--- src/emac_pkg.sv ---
package emac_pkg;

   ////////////////////////////////////////////////////////////////////////
   // register map
   localparam int         REG_AW          = 16;
   localparam logic [15:0] OFS_ENABLE_ACK = 16'h0024;
   localparam logic [15:0] OFS_MEM_ATTR   = 16'h0028;

   ////////////////////////////////////////////////////////////////////////
   // enable_acknowledge field positions
   localparam int ACK_GTE_BIT  = 0;
   localparam int ACK_PRIQ_BIT = 1;
   localparam int ACK_EVQ_BIT  = 2;
   localparam int ACK_CMDQ_BIT = 3;
   localparam int ACK_W        = 4;
   localparam logic [ACK_W-1:0] ACK_RST = 4'h0;

   ////////////////////////////////////////////////////////////////////////
   // memory_attribute_control field positions
   localparam int ATTR_W     = 12;
   localparam int GRP_W      = 6;
   localparam int TBL_LSB    = 6;
   localparam int QUE_LSB    = 0;
   localparam int SH_LSB     = 4;
   localparam int OC_LSB     = 2;
   localparam int IC_LSB     = 0;
   localparam logic [ATTR_W-1:0] ATTR_RST = 12'h000;

   ////////////////////////////////////////////////////////////////////////
   // attribute encodings
   localparam logic [1:0] SH_NON   = 2'h0;
   localparam logic [1:0] SH_RSVD  = 2'h1;
   localparam logic [1:0] SH_OUTER = 2'h2;
   localparam logic [1:0] SH_INNER = 2'h3;
   localparam logic [1:0] CA_NC    = 2'h0;
   localparam logic [1:0] CA_WB    = 2'h1;
   localparam logic [1:0] CA_WT    = 2'h2;
   localparam logic [1:0] CA_RSVD  = 2'h3;

   ////////////////////////////////////////////////////////////////////////
   // structure sizes and preset values
   localparam int ECMDQ_NUM = 2;
   localparam logic [GRP_W-1:0] TBL_FIXED_VAL = 6'h25;
   localparam logic [GRP_W-1:0] QUE_FIXED_VAL = 6'h25;
   localparam logic [31:0] RDATA_ZERO = 32'h0000_0000;

endpackage : emac_pkg

--- src/emac_attr_if.sv ---
`timescale 1ns/1ps
`default_nettype none
interface emac_attr_if;
   import emac_pkg::*;
   logic [GRP_W-1:0] raw;
   logic [1:0]       sh;
   logic [1:0]       oc;
   logic [1:0]       ic;
   logic             cacheable;
   modport dec (input raw, output sh, output oc, output ic, output cacheable);
   modport use_side (output raw, input sh, input oc, input ic,
                     input cacheable);
endinterface : emac_attr_if
`default_nettype wire

--- src/emac_attr_dec.sv ---
`timescale 1ns/1ps
`default_nettype none
module emac_attr_dec (
   // attribute group
   emac_attr_if.dec a
);
   import emac_pkg::*;

   logic [1:0] sh_raw;
   logic [1:0] oc_raw;
   logic [1:0] ic_raw;

   assign sh_raw = a.raw[SH_LSB +: 2];
   assign oc_raw = a.raw[OC_LSB +: 2];
   assign ic_raw = a.raw[IC_LSB +: 2];

   always_comb begin
      a.oc = (oc_raw == CA_RSVD) ? CA_NC : oc_raw;
      a.ic = (ic_raw == CA_RSVD) ? CA_NC : ic_raw;
      // shareability means nothing for fully non-cacheable access
      if ((oc_raw == CA_NC) && (ic_raw == CA_NC)) begin
         a.sh = SH_OUTER;
      end else if (sh_raw == SH_RSVD) begin
         a.sh = SH_NON;
      end else begin
         a.sh = sh_raw;
      end
      a.cacheable = (a.oc != CA_NC) || (a.ic != CA_NC);
   end

endmodule : emac_attr_dec
`default_nettype wire

--- src/emac_wr_guard.sv ---
`timescale 1ns/1ps
`default_nettype none
module emac_wr_guard (
   // enables and acknowledges
   input  wire logic                 gte,
   input  wire logic                 gte_ack,
   input  wire logic                 cmdq_en,
   input  wire logic                 cmdq_ack,
   input  wire logic                 evq_en,
   input  wire logic                 evq_ack,
   input  wire logic                 priq_en,
   input  wire logic [emac_pkg::ECMDQ_NUM-1:0] ecmdq_en,
   input  wire logic [emac_pkg::ECMDQ_NUM-1:0] ecmdq_ack,
   // write permission
   output logic                      tbl_wr_ok,
   output logic                      que_wr_ok
);
   import emac_pkg::*;

   assign tbl_wr_ok = !gte && !gte_ack;
   // pri ack is not part of the queue guard, only its enable
   assign que_wr_ok = !evq_en && !evq_ack && !cmdq_en && !cmdq_ack &&
                      !priq_en && !(|ecmdq_en) && !(|ecmdq_ack);

endmodule : emac_wr_guard
`default_nettype wire

--- src/emac_regs.sv ---
`timescale 1ns/1ps
`default_nettype none
// Contract
// - page-queue ack bit shows page request queue enable; zero reset; zero unsupported.
// - ack bit 0 shows global translate enable; resets to zero.
// - enable_acknowledge sits at 0x0024, read-only, writes ignored.
// - table shareability decode; reserved as non; outer when both caches off.
// - table outer cacheability decode; reserved treated as non-cacheable.
// - table inner cacheability decode; reserved treated as non-cacheable.
// - queue shareability decoded like table; outer when queue caches off.
// - queue outer cacheability decode; reserved treated as non-cacheable.
// - queue inner cacheability decode; reserved treated as non-cacheable.
// - memory_attribute_control at 0x0028, read/write, fields individually guarded.
// - table fields reset to a fixed value only when preset flag set.
// - preset table fields store writes for readback; effective type fixed.
// - table fields writable only when global enable and its ack zero.
// - queue fields preset like table fields when queue preset flag set.
// - enhanced queue enables and acks also guard queue field writes.
// - queue field writes ignored while any guarding enable or ack set.
// - table attributes drive stream table; queue attributes drive queues.
// - base register allocation hints used only for cacheable types.
// - unsupported memory type aborts; stream fetch raises fetch fault.
// - ack bits 3 and 2 show command and event queue enables.
module emac_regs #(
   parameter bit PRI_SUPPORTED         = 1'b1,
   parameter bit TABLE_ATTRS_FIXED     = 1'b0,
   parameter bit QUEUE_ATTRS_FIXED     = 1'b0,
   parameter bit WT_SUPPORTED          = 1'b1
) (
   // clock and reset
   input  wire logic                           clk_sys,
   input  wire logic                           rstn,
   // register access
   input  wire logic                           reg_wr,
   input  wire logic                           reg_rd,
   input  wire logic [emac_pkg::REG_AW-1:0]    reg_addr,
   input  wire logic [31:0]                    reg_wdata,
   output logic [31:0]                         reg_rdata,
   output logic                                reg_rvalid,
   // enable_control requests
   input  wire logic                           global_translate_enable,
   input  wire logic                           command_queue_enable,
   input  wire logic                           event_queue_enable,
   input  wire logic                           page_req_queue_enable,
   input  wire logic [emac_pkg::ECMDQ_NUM-1:0] enhanced_cmdq_enable,
   input  wire logic [emac_pkg::ECMDQ_NUM-1:0] enhanced_cmdq_enable_ack,
   // stream table fetch
   input  wire logic                           stream_table_fetch_req,
   // acknowledge state
   output logic [emac_pkg::ACK_W-1:0]          enable_acknowledge,
   // effective table attributes
   output logic [1:0]                          table_shareability_eff,
   output logic [1:0]                          table_outer_cacheability_eff,
   output logic [1:0]                          table_inner_cacheability_eff,
   output logic                                table_hint_use,
   // effective queue attributes
   output logic [1:0]                          queue_shareability_eff,
   output logic [1:0]                          queue_outer_cacheability_eff,
   output logic [1:0]                          queue_inner_cacheability_eff,
   output logic                                queue_hint_use,
   // access faults
   output logic                                table_type_abort,
   output logic                                queue_type_abort,
   output logic                                stream_entry_fetch_fault
);
   import emac_pkg::*;

   ////////////////////////////////////////////////////////////////////////
   // state

   typedef struct packed {
      logic [ACK_W-1:0]  ack;
      logic [ATTR_W-1:0] attr;
      logic [31:0]       rdata;
      logic              rvalid;
      logic [GRP_W-1:0]  tbl_eff;
      logic              tbl_hint;
      logic [GRP_W-1:0]  que_eff;
      logic              que_hint;
      logic              tbl_abort;
      logic              que_abort;
      logic              fetch_fault;
   } emac_st_s;

   // undefined reset of non-preset fields is taken as zero here
   localparam logic [ATTR_W-1:0] ATTR_INIT =
      {(TABLE_ATTRS_FIXED ? TBL_FIXED_VAL : ATTR_RST[TBL_LSB +: GRP_W]),
       (QUEUE_ATTRS_FIXED ? QUE_FIXED_VAL : ATTR_RST[QUE_LSB +: GRP_W])};

   localparam emac_st_s ST_RST = '{
      ack:         ACK_RST,
      attr:        ATTR_INIT,
      rdata:       RDATA_ZERO,
      rvalid:      1'b0,
      tbl_eff:     6'h00,
      tbl_hint:    1'b0,
      que_eff:     6'h00,
      que_hint:    1'b0,
      tbl_abort:   1'b0,
      que_abort:   1'b0,
      fetch_fault: 1'b0
   };

   emac_st_s st_r;
   emac_st_s st_nxt;

   ////////////////////////////////////////////////////////////////////////
   // write guard and decoders

   logic tbl_wr_ok;
   logic que_wr_ok;

   emac_wr_guard u_guard (
      .gte       (global_translate_enable),
      .gte_ack   (st_r.ack[ACK_GTE_BIT]),
      .cmdq_en   (command_queue_enable),
      .cmdq_ack  (st_r.ack[ACK_CMDQ_BIT]),
      .evq_en    (event_queue_enable),
      .evq_ack   (st_r.ack[ACK_EVQ_BIT]),
      .priq_en   (page_req_queue_enable),
      .ecmdq_en  (enhanced_cmdq_enable),
      .ecmdq_ack (enhanced_cmdq_enable_ack),
      .tbl_wr_ok (tbl_wr_ok),
      .que_wr_ok (que_wr_ok)
   );

   emac_attr_if tbl_if ();
   emac_attr_if que_if ();

   // preset groups keep their fixed type whatever the stored value says
   assign tbl_if.raw = TABLE_ATTRS_FIXED ? TBL_FIXED_VAL
                                         : st_r.attr[TBL_LSB +: GRP_W];
   assign que_if.raw = QUEUE_ATTRS_FIXED ? QUE_FIXED_VAL
                                         : st_r.attr[QUE_LSB +: GRP_W];

   emac_attr_dec u_tbl_dec (
      .a (tbl_if.dec)
   );

   emac_attr_dec u_que_dec (
      .a (que_if.dec)
   );

   ////////////////////////////////////////////////////////////////////////
   // next state

   logic wr_attr;
   logic rd_ack;
   logic rd_attr;
   logic tbl_unsup;
   logic que_unsup;

   assign wr_attr = reg_wr && (reg_addr == OFS_MEM_ATTR);
   assign rd_ack  = reg_addr == OFS_ENABLE_ACK;
   assign rd_attr = reg_addr == OFS_MEM_ATTR;

   // write-through is the only type a build may leave out
   assign tbl_unsup = !WT_SUPPORTED &&
                      ((tbl_if.oc == CA_WT) || (tbl_if.ic == CA_WT));
   assign que_unsup = !WT_SUPPORTED &&
                      ((que_if.oc == CA_WT) || (que_if.ic == CA_WT));

   always_comb begin
      st_nxt = st_r;

      // acknowledges follow their enables one cycle later
      st_nxt.ack[ACK_GTE_BIT]  = global_translate_enable;
      st_nxt.ack[ACK_EVQ_BIT]  = event_queue_enable;
      st_nxt.ack[ACK_CMDQ_BIT] = command_queue_enable;
      st_nxt.ack[ACK_PRIQ_BIT] = PRI_SUPPORTED && page_req_queue_enable;

      // guarded field writes; refused writes vanish silently
      if (wr_attr && tbl_wr_ok) begin
         st_nxt.attr[TBL_LSB +: GRP_W] = reg_wdata[TBL_LSB +: GRP_W];
      end
      if (wr_attr && que_wr_ok) begin
         st_nxt.attr[QUE_LSB +: GRP_W] = reg_wdata[QUE_LSB +: GRP_W];
      end

      // read port; a write to the ack offset changes nothing
      st_nxt.rvalid = reg_rd;
      st_nxt.rdata  = RDATA_ZERO;
      if (reg_rd && rd_ack) begin
         st_nxt.rdata[ACK_W-1:0] = st_r.ack;
      end else if (reg_rd && rd_attr) begin
         st_nxt.rdata[ATTR_W-1:0] = st_r.attr;
      end

      // effective attributes seen by the walkers
      st_nxt.tbl_eff  = {tbl_if.sh, tbl_if.oc, tbl_if.ic};
      st_nxt.que_eff  = {que_if.sh, que_if.oc, que_if.ic};
      st_nxt.tbl_hint = tbl_if.cacheable;
      st_nxt.que_hint = que_if.cacheable;

      st_nxt.tbl_abort   = tbl_unsup;
      st_nxt.que_abort   = que_unsup;
      st_nxt.fetch_fault = stream_table_fetch_req && tbl_unsup;
   end

   always_ff @(posedge clk_sys) begin
      if (!rstn) begin
         st_r <= ST_RST;
      end else begin
         st_r <= st_nxt;
      end
   end

   ////////////////////////////////////////////////////////////////////////
   // outputs

   assign reg_rdata                = st_r.rdata;
   assign reg_rvalid               = st_r.rvalid;
   assign enable_acknowledge       = st_r.ack;
   assign table_shareability_eff             = st_r.tbl_eff[SH_LSB +: 2];
   assign table_outer_cacheability_eff             = st_r.tbl_eff[OC_LSB +: 2];
   assign table_inner_cacheability_eff             = st_r.tbl_eff[IC_LSB +: 2];
   assign table_hint_use           = st_r.tbl_hint;
   assign queue_shareability_eff             = st_r.que_eff[SH_LSB +: 2];
   assign queue_outer_cacheability_eff             = st_r.que_eff[OC_LSB +: 2];
   assign queue_inner_cacheability_eff             = st_r.que_eff[IC_LSB +: 2];
   assign queue_hint_use           = st_r.que_hint;
   assign table_type_abort         = st_r.tbl_abort;
   assign queue_type_abort         = st_r.que_abort;
   assign stream_entry_fetch_fault = st_r.fetch_fault;

endmodule : emac_regs
`default_nettype wire

--- config.mk ---
export PLATFORM = sky130hd
export DESIGN_NAME = emac_regs
export DESIGN_NICKNAME = d
export VERILOG_FILES = /design/src/emac_pkg.sv /design/src/emac_attr_if.sv /design/src/emac_attr_dec.sv /design/src/emac_wr_guard.sv /design/src/emac_regs.sv
export SDC_FILE = /design/constraint.sdc
export NUM_CORES = 1
export LEC_CHECK = 0
export BUFFER_PORTS_ARGS = -buffer_cell sky130_fd_sc_hd__buf_4
export CAP_MARGIN = 0
export CELL_PAD_IN_SITES_DETAIL_PLACEMENT = 2
export CELL_PAD_IN_SITES_GLOBAL_PLACEMENT = 2
export CORE_MARGIN = 5
export CORE_UTILIZATION = 25
export DETAILED_ROUTE_END_ITERATION = 10
export PLACE_DENSITY_LB_ADDON = 0.1
export SETUP_SLACK_MARGIN = 0.15
export SLEW_MARGIN = 20
export SYNTH_ARGS = -nofsm -noshare
export SYNTH_HDL_FRONTEND = slang
export SYNTH_SLANG_ARGS = --single-unit
export TNS_END_PERCENT = 5
--- constraint.sdc ---
create_clock -name clk_sys -period 1.7 [get_ports clk_sys]
set_input_delay 0.085 -clock clk_sys [delete_from_list [all_inputs] [get_ports clk_sys]]
set_output_delay 0.085 -clock clk_sys [all_outputs]
set_load 0.005 [all_outputs]
==> After elaboration in Yosys (flattened, before gate mapping) <==
Cells that the tools add are included.
{ "classes": {"n_eq_ne": 8, "n_mux": 10, "n_bitwise": 2, "reduce_logical": 38} }
{ "op_table": {"columns": ["operator", "n"], "rows": [
  ["$eq 16x6->1 const B", 2],
  ["$mux 2", 8],
  ["$logic_and 1x1->1", 14],
  ["$logic_not 1->1", 9],
  ["$reduce_or 3->1", 3],
  ["$eq 2x2->1 const B", 4],
  ["$logic_not 2->1", 4],
  ["$mux 4", 2],
  ["$reduce_bool 2->1", 4],
  ["$eq 2x1->1 const B", 2],
  ["$reduce_or 2->1", 2],
  ["$logic_or 1x1->1", 2],
  ["$not 1->1", 2]
]} }
{ "totals": {"regBits": 66, "input_bits": 61, "elab_cells": 74} }

==> Depth between registers and ports, before layout <==
Gate-level depths: netlist (run 1).
{ "depth": {"depth_word": 8, "ltp_mapped": 5, "depth_no_buf": 4} }

==> Modules after synthesis <==
A second synthesis (run 1) with hierarchy kept.
{ "hier_totals": {"hier_cells": 222, "hier_area_um2": 2107.0} }
{ "by_module_without_submodules": {"columns": ["module", "instances", "cells_per_inst", "area_each_um2"], "rows": [
  ["emac_regs", 1, 190, 1844.3],
  ["emac_attr_dec", 2, 14, 116.4],
  ["emac_wr_guard", 1, 4, 30.0]
]} }

==> Worst setup path after synthesis (run 1) <==
No wires, ideal clock.
{ "synth_path": {"path_type": "reg2reg", "start": "reg st_r, in the netlist enable_acknowledge[2]", "end": "reg st_r, in the netlist que_if.raw[4]", "setup_time_ns": 0.071, "t_arrival_ns": 1.123, "t_required_ns": 1.629, "setup_slack_ns": 0.507, "stages_incl_launch_ff": 6, "path_buffers": 1, "path_cell_list": "dfxtp_1 nor4_1 and3_1 buf_2 nand4_1 a21oi_1"} }
{ "synth_between": {"elab_chain_cells": 8} }
{ "synth_lines": {"columns": ["element", "line", "source"], "rows": [
  ["start, declared", "emac_regs.sv:104", "emac_st_s st_r;"],
  ["start signal, assigned", "emac_regs.sv:204", "st_r <= st_nxt;"],
  ["$logic_not 1->1", "emac_wr_guard.sv:22", "assign que_wr_ok = !evq_en && !evq_ack && !cmdq_en && !cmdq_ack &&"],
  ["$logic_and 1x1->1 (4 in a row)", "emac_wr_guard.sv:22", null],
  ["$logic_and 1x1->1 (2 in a row)", "emac_wr_guard.sv:23", "!priq_en && !(|ecmdq_en) && !(|ecmdq_ack);"],
  ["$logic_and 1x1->1", "emac_regs.sv:176", "if (wr_attr && que_wr_ok) begin"]
]} }
No other way between the ends.
A chain may end at the register's enable or synchronous reset.

==> Final worst setup path (run 1) <==
{ "layout_path": {"start": "in event_queue_enable", "end": "reg st_r, in the netlist que_if.raw[1]"} }
{ "layout_between": {"elab_chain_cells": 8} }
{ "layout_lines": {"columns": ["element", "line", "source"], "rows": [
  ["start, declared", "emac_regs.sv:43", "input wire logic event_queue_enable,"],
  ["$logic_not 1->1", "emac_wr_guard.sv:22", null],
  ["$logic_and 1x1->1 (4 in a row)", "emac_wr_guard.sv:22", null],
  ["$logic_and 1x1->1 (2 in a row)", "emac_wr_guard.sv:23", null],
  ["$logic_and 1x1->1", "emac_regs.sv:176", null]
]} }
No other way between the ends.

==> metrics.md, run 1 <==
| Metric | Value |
|---|---|
| Status | completed |
| Final Hold Vio Count | 0 |
| Post-synth top area share | 0.405 |
| Synthesis-to-finish area growth | 22.0% |
| Critical path class | in -> reg |
| Share of layout cells above drive strength 1 | 0.366 |
| IO Count | around 120 |
| Antenna Cells | 0 |
| Max cap viols | 0 |
| WP data arrival | about 1500 ps |
| Die W | 102 um |
| Cell type with the highest aggregate area in the netlist | dfxtp_1 |
| Seq/Total Area, Yosys | 0.405 |
| Sink Count | 43 |
| Switch Pwr | 0.423 mW |
| Setup slack after placement | 133 ps |
| Detailed Routing Iterations Pass 1 | 4 |
| Worst Setup End Kind | flip-flop |
| Highest net fanout along the worst path | 6 |
| Final nets | 334 |
| Syn Std Cell Area | 2120 um^2 |
| Register share of total power | 0.539 |
| Synth warn | 0 |
| Achievable Freq | 715 MHz |
| Routed Antenna Nets | 0 |
| WP data required | 1850 ps |
| Final GP Congestion | 0.681 |
| Internal power | 1.47 mW |
| Row count | 33 |
| Port bufs | 70 |
| Fill count | 971 |
| Crit path time final | 1400 ps |
| FFs w/ async S/R, synth | 0 |
| Synth top area cells | dfxtp_1, buf_4, ha_1, and2_1, nand4_1 |
| Num CTS Buffers | 5 |
| Initial Util | 0.257 |
| Setup TNS | 0 ps |
| P_leak | 1.12 nW |
| Post-Synthesis Mean Instance Area | 9.92 um^2 |
| CTS max path bufs | 2 |
| Post-synth EDFFs | 0 |
| Antenna violations before repair | 0 |
| Grt total ovfl | 0 |
| Drt wl/cell | 14.3 um |
| Worst-path clk slew | around 70 ps |
| Peak supply drop | 0.332 mV |
| Switching share of power | 0.223 |
| Min-Delay Startpoint | command_queue_enable |
| RSZ-0062 raised after global routing | false |
| Routed WL | 5260 um |
| Chip height | 102 um |
| Pin count of the biggest net entering global routing | 17 |
| HP Class | in -> reg |
| Number of synthesized register bits | 43 |
| Die ar. | 10,400 um^2 |
| DRC errors left | 0 |
| Distinct cells, synth | 29 |
| Vias in the first global route | 1,732 |
| Critical R2R Launch | enable_acknowledge[2] |
| Clock skew | ~9 ps |
| CP startpoint kind | primary input |
| Via density | 4.13 |
| Max H-tree Level | 2 |
| Via Count | approximately 1,500 |
| Max Slew Vio Count | 0 |
| Overall routing resource usage | 0.108 |
| Worst skew pair latency | 290 ps |
| Comb pwr share | 0.087 |
| First-pass GRT wire length | 8580 um |
| Clock share of power | 0.373 |
| Setup violations, final | 0 |
| Sequential Area | 861 um^2 |
| Area of the multi-input gates | 887 um^2 |
| Syn Inst Count | 214 |
| Clock root buffer | clkbuf_8 |
| Worst relative slew slack | 0.614 |
| CTS tree | built |
| Post-detail-place hpwl | 4280 um |
| Most used flip-flop cell after synthesis | dfxtp_1 |
| P per Cell Area | 731 nW/um^2 |
| Drt first-iter violations | 35 |
| Worst Max-Slew Pin Slew | 579 ps |
| Setup ws final | 302 ps |
| Crit share post-route | 0.822 |
| Core area | 8260 um^2 |
| Crit path launch | event_queue_enable |
==> what timing repair did <==
item                                    CTS  global route
hold buffers                              1             0
endpoints found under the setup margin    2             3
resized for setup                         0             1
setup buffers                             1             0
pin swaps                                 1             0
endpoints found under the hold margin     1             0
==> cells in the final DEF, fill, tap and decap left out, types with 2 or more instances in the layout <==
cell and n:
conb_1 23, ha_1 12, nand3_1 2, nor4_4 3, nor4_2 5, a22o_1 4
clkbuf_8 7, nand4_1 13, o21ai_0 5, buf_4 74, dfxtp_1 43, inv_1 11
and2_1 16, a21oi_1 16, nor2_1 9, o21ai_1 7
==> path summary, 6_finish.rpt <==
path	slack, ps	cells after the start	endpoint
max	300	7	que_if.raw[1]
min	20	2	enable_acknowledge[3]
max reg2reg	310	5	que_if.raw[1]
min reg2reg	490	1	reg_rdata[1]
==> cells by family after synthesis <==
kind of cell / count (synthesis) / share of synthesized area
other: 1 / 0.00177
DFF: 43 / 0.405
AOI/OAI and AO/OA: 32 / 0.0825
buffers and inverters: 68 / 0.219
adders and majority gates: 12 / 0.0707
and+or+nand+nor: 58 / 0.221
==> per-layer routing <==
| layer | track usage | up-vias | part of all wire |
|---|---|---|---|
| met5 | 0 | - | 0 |
| met4 | 0.0394 | 0 | 0.010 |
| met3 | 0.0300 | 2 | 0.064 |
| met2 | 0.187 | 60 | 0.50 |
| met1 | 0.127 | 711 | 0.43 |
| li1 | - | 742 | - |
==> worst max-delay path: stages <==
cell	delay, ps
dlygate4sd3_1	530
buf_4	130
nor3_1	210
nand4_1	120
buf_4	180
o21ai_0	190
a21oi_1	90
==> power groups by stage <==
| stage | registers (mW) | logic [mW] | clock network (mW) |
|---|---|---|---|
| 5_1_grt | 1.02 | 0.183 | 0.782 |
| 6_report | 1.02 | 0.165 | 0.707 |
| 3_3_place_gp | 1.04 | 0.163 | 0 |
| 2_1_floorplan | 1.04 | 0.100 | 0 |
| 4_1_cts | 1.02 | 0.166 | 0.750 |
| 3_5_place_dp | 1.05 | 0.164 | 0 |
==> layout make-up <==
type | count | share of cell area
Clock buffer | 7 | 0.0372
Timing Repair Buffer | 75 | 0.218
Clock inverter | 1 | 0.00290
Sequential cell | 43 | 0.332
Multi-Input combinational cell | 125 | 0.343
Inverter | 11 | 0.0159
Tap cell | 105 | 0.0507
==> metrics by stage <==
stage	cell area [um^2]	power, mW	hold WS [ps]	instances	util
after floorplan	2210	1.14	207	236	-
after global placement	2460	1.21	303	357	0.298
after detailed placement	2460	1.21	304	357	0.298
after CTS	2580	1.94	10.1	367	0.313
after global routing	2590	1.99	10.4	367	0.314
final	2590	1.89	16.0	367	0.314
==> cells in the mapped netlist, types with 2 or more instances <==
cell,n
nand4_1,13
ha_1,12
buf_2,2
nor4_4,3
nand3_1,2
inv_1,11
nor4_2,4
o21ai_1,7
and2_1,16
a21oi_1,16
buf_6,2
dfxtp_1,43
buf_4,51
nor2_1,9
o21ai_0,5
clkbuf_1,2
a22o_1,4
==> registers in the layout, summed over array words and instances (netlist names), 2 cells and up <==
register	flops
reg_rdata	12
queue_inner_cacheability_eff	2
table_inner_cacheability_eff	2
que_if.raw	6
queue_shareability_eff	2
queue_outer_cacheability_eff	2
table_outer_cacheability_eff	2
table_shareability_eff	2
st_r	6
enable_acknowledge	4
Power figures use the tool's default switching activity.
==> inputs of run 2 (changes only) <==
- clock period: 1.7 -> 1.5 ns (I/O delays scaled with it)
==> metrics.md, run 2 (synthesized netlist as in run 1, its figures left out) <==
| Metric | Value |
|---|---|
| Status | completed |
| Peak supply drop | between 0.3 and 0.4 mV |
| Pin count of the biggest net entering global routing | 17 |
| Reg2Reg Setup Slack | 180 ps |
| WP data required | roughly 1700 ps |
| Routed Antenna Nets | 0 |
| Register share of total power | 0.555 |
| Top cell family by delay on the critical path | simple AND/OR/NAND/NOR gates |
| Final GP Congestion | ~0.69 |
| Max H-tree Level | 2 |
| CTS tree | built |
| Clock share of power | 0.347 |
| GR Util met2 | 0.170 |
| Final core occ | 0.320 |
| Critical path class | reg -> reg |
| Highest net fanout along the worst path | 6 |
| Worst path max stage delay | roughly 600 ps |
| Antenna violations before repair | 0 |
| Num CTS Buffers | 5 |
| Overall routing resource usage | 0.106 |
| Via density | a little over 4 |
| Initial Util | 0.257 |
| HP Class | in -> reg |
| CP startpoint kind | flip-flop |
| DRC errors left | 0 |
| Antenna Cells | 0 |
| CP bufs+invs | 0 |
| First-pass GRT wire length | 8420 um |
| Worst Setup End Kind | flip-flop |
| Final Hold Vio Count | 0 |
| Fill count | 953 |
| P per Cell Area | 789 nW/um^2 |
| Via Count | 1,554 |
| Post-detail-place hpwl | 4320 um |
| CP cell instances | or4b_4 -> o21ai_1 -> a21oi_1 |
| Finished Cell Area | 2640 um^2 |
| Comb pwr share | 0.097 |
| Share of layout cells above drive strength 1 | 0.372 |
| Chip height | 102 um |
| Achievable Freq | 760 MHz |
| Setup TNS | 0 ps |
| GR peak layer | met2 |
| Die W | slightly above 100 um |
| Most frequent cells in the layout | buf_4, dfxtp_1, conb_1 |
| Setup violations, final | 0 |
| Setup ws final | 184 ps |
| Drt wl/cell | 14.6 um |
| IO Count | around 120 |
| Worst skew pair latency | 300 ps |
| P_leak | ~1.1 nW |
| Drt first-iter violations | 40 |
| Clock root buffer | clkbuf_8 |
| Row count | 33 |
| Area after DPL | 2490 um^2 |
| Vias in the first global route | ~1,700 |
| Most common cell after layout, fill and taps aside | buf_4 |
| CP max stage cell | or4b_4 |
| Detailed Routing Iterations Pass 1 | 4 |
| Met1 GRT Util | 0.138 |
| Switching share of power | 0.240 |
| Internal power | 1.58 mW |
| Grt met3 use | 0.0307 |
| Core area | 8260 um^2 |
| Largest register FFs | 12 |
| Worst-path clk slew | 90 ps |
| Final nets | 341 |
| Routed WL | 5480 um |
| CTS max path bufs | 2 |
| Port bufs | 70 |
| Setup slack after placement | just under 40 ps |
| RSZ-0062 raised after global routing | true |
| Crit share post-route | 0.877 |
| Clock skew | between 10 and 15 ps |
| Synthesis-to-finish area growth | 24.4% |
| Max cap viols | 0 |
| Grt total ovfl | 0 |
| Max Slew Vio Count | 0 |
| WP data arrival | 1510 ps |
| Sink Count | 43 |
| Switch Pwr | 0.500 mW |
| Crit path time final | 1320 ps |
| Die ar. | 10,400 um^2 |
-- run 2: changes by cell type in the layout (fill, tap and decap cells not counted) --
cell,delta
dlygate4sd3_1,+3
buf_4,+4
and3_2,+1
clkbuf_8,-2
nor4_2,-1
clkinv_2,+1
nor4_4,+1
clkbuf_1,+1
and3_1,-1
-- run 2: routing by layer --
layer | routed length [um] | vias to the layer above
met5 | 0 | -
met1 | 2430 | 727
met4 | 59 | 0
li1 | - | 758
met2 | 2660 | 64
met3 | 329 | 5
-- run 2: path summary, 6_finish.rpt --
kind / start / endpoint / depth (start not counted)
min reg2reg: enable_acknowledge[1] / reg_rdata[1] / 1
min: reg_wdata[10] / st_r[60] / 3
max reg2reg: enable_acknowledge[0] / st_r[59] / 3
max: enable_acknowledge[0] / st_r[59] / 3
-- run 2: through the flow --
stage / instances / power [mW] / hold slack, ps
global placement: 361 / 1.37 / 293
global route: 374 / 2.22 / 27.3
detailed placement: 361 / 1.38 / 294
finish: 374 / 2.08 / 38.7
CTS: 374 / 2.13 / 28.3
floorplan: 236 / 1.30 / 197
-- run 2: worst reg2reg max path, delay by kind of cell (launching register included) --
family / cells / cell delay, ps
simple gates: 1 / 610
flops: 1 / 370
compound gates: 2 / 240
-- run 2: what timing repair did --
action	in CTS	in global routing
pin swaps	1	1
resized for setup	2	1
buffers inserted	1	0
hold buffers	4	0
hold endpoints to repair	4	0
setup endpoints to repair	6	8
gates cloned	0	0
-- run 2: area by class of cell --
type	instances	area, um^2	area share
flip-flops and latches	43	861	0.326
multi-input cells	125	897	0.340
well taps	105	131	0.0497
clock inverters	2	12.5	0.00474
inverters	11	41.3	0.0156
clock buffers	6	72.6	0.0275
repair buffers	82	626	0.237
-- run 2: power by group through the flow --
stage               registers [mW]  logic [mW]  clock network [mW]
floorplan                     1.18       0.114                   0
global placement              1.18       0.190                   0
detailed placement            1.18       0.192                   0
CTS                           1.16       0.202               0.770
global route                  1.16       0.224               0.836
finish                        1.16       0.203               0.724
==> inputs of run 3 (changes only) <==
==> constraint.sdc (replaced) <==
create_clock -name clk_sys -period 1.5 [get_ports clk_sys]
set_input_delay 0.225 -clock clk_sys [delete_from_list [all_inputs] [get_ports clk_sys]]
set_output_delay 0.225 -clock clk_sys [all_outputs]
set_load 0.005 [all_outputs]
==> metrics.md, run 3 (synthesized netlist as in run 1, its figures left out) <==
| Metric | Value |
|---|---|
| Vias in the first global route | 1,718 |
| P_leak | 1.15 nW |
| Post-CTS Hold Buffers | 0 |
| Pin count of the biggest net entering global routing | 16 |
| Area after DPL | roughly 2500 um^2 |
| Area of the multi-input gates | 901 um^2 |
| Routed WL | approximately 5400 um |
| Max H-tree Level | 2 |
| RSZ-0062 raised after global routing | true |
| Detailed Routing Iterations Pass 1 | 4 |
| Status | completed |
| Setup slack after placement | -61.5 ps |
| Sequential Area | 861 um^2 |
| WP data arrival | 1480 ps |
| Drt first-iter violations | 8 |
| Max Slew Vio Count | 0 |
| Crit path time final | 1290 ps |
| Routed Antenna Nets | 0 |
| Num CTS Buffers | 5 |
| WP data required | between 1500 and 2000 ps |
| Critical path class | reg -> reg |
| IO Count | approximately 120 |
| Dpl cells | 364 |
| Initial Util | 0.257 |
| CTS tree | built |
| Setup ws final | 206 ps |
| CP max stage cell | or4b_4 |
| Clock skew | 4.68 ps |
| Fill count | 954 |
| Die W | about 100 um |
| Worst skew pair latency | a little under 300 ps |
| Total power | 2.16 mW |
| First-pass GRT wire length | between 8000 and 9000 um |
| Chip height | 102 um |
| Final GP Congestion | roughly 0.70 |
| Finished Cell Area | 2650 um^2 |
| CP startpoint kind | flip-flop |
| Worst Setup End Kind | flip-flop |
| Hold Slack | around 150 ps |
| Highest net fanout along the worst path | 6 |
| Most frequent cells in the layout | buf_4, dfxtp_1, conb_1 |
| Die ar. | around 10,000 um^2 |
| CTS max path bufs | 2 |
| Final nets | 340 |
| P per Cell Area | slightly above 800 nW/um^2 |
| Worst path max stage delay | around 600 ps |
| Antenna violations before repair | 0 |
| Port bufs | 70 |
| Overall routing resource usage | 0.107 |
| Row count | 33 |
| Grt total ovfl | 0 |
| Achievable Freq | 773 MHz |
| Antenna Cells | 0 |
| HP Class | in -> reg |
| CP cell instances | or4b_4 -> o21ai_1 -> a21oi_1 |
| Sink Count | 43 |
| Setup violations, final | 0 |
| Via density | 4.14 |
| Largest register FFs | 12 |
| Post-detail-place hpwl | 4440 um |
| Final Hold Vio Count | 0 |
| DRC errors left | 0 |
| Share of layout cells above drive strength 1 | 0.388 |
| Synthesis-to-finish area growth | 24.6% |
| Most common cell after layout, fill and taps aside | buf_4 |
| Peak supply drop | ~0.34 mV |
| Core area | 8260 um^2 |
| Drt wl/cell | 14.6 um |
| Via Count | 1,546 |
| Clock root buffer | clkbuf_8 |
| Max cap viols | 0 |
| Finished Layout Cells | 373 |
| Crit share post-route | 0.863 |
| Worst-path clk slew | 80 ps |
run 3: cell types whose count changed in the layout (fill, tap and decap cells not counted):
cell,before,now
dlygate4sd3_1,4,0
o21ai_0,5,1
o21ai_1,7,11
buf_4,78,81
clkbuf_8,5,7
and3_2,1,0
and3_4,0,1
clkbuf_1,1,0
clkinv_2,1,0
run 3: layer usage:
layer / vias up / wire (um) / share of wire / track usage
met5: - / 0 / 0 / 0
met4: 0 / 55 / 0.010 / 0.0363
met3: 4 / 367 / 0.067 / 0.0287
met2: 60 / 2630 / 0.48 / 0.177
met1: 725 / 2390 / 0.44 / 0.136
li1: 757 / - / - / -
run 3: stage by stage:
step	utilization	TNS, ps
after floorplan	-	0
after global placement	0.305	-201
after detailed placement	0.305	-714
after CTS	0.320	0
after global routing	0.320	0
final	0.320	0
run 3: layout make-up:
type                            instances  area share
Multi-Input combinational cell        125       0.340
Timing Repair Buffer                   81       0.230
Clock buffer                            7      0.0364
Clock inverter                          1     0.00284
Sequential cell                        43       0.325
Tap cell                              105      0.0496
Inverter                               11      0.0156
run 3: power by group:
group	internal, mW	switching (mW)
logic	0.105	0.0943
clock network	0.419	0.384
registers	1.15	0.00717
run 3: final timing paths:
check	endpoint	depth (start not counted)	from	slack, ps
worst max register to register	st_r[61]	3	enable_acknowledge[0]	210
worst min-delay path	enable_acknowledge[2]	2	event_queue_enable	150
worst max-delay path	st_r[61]	3	enable_acknowledge[0]	210
worst min register to register	reg_rdata[1]	1	enable_acknowledge[1]	500
run 3: what timing repair did:
action,in CTS,in global routing
setup buffers,1,0
endpoints found under the setup margin,6,8
pin swaps,1,2
gates resized for setup,8,0
run 3: worst max-delay path, delay by kind of cell, from the launching register on:
family | cells | cell delay [ps]
flops | 1 | 370
simple gates | 1 | 600
compound gates | 2 | 220
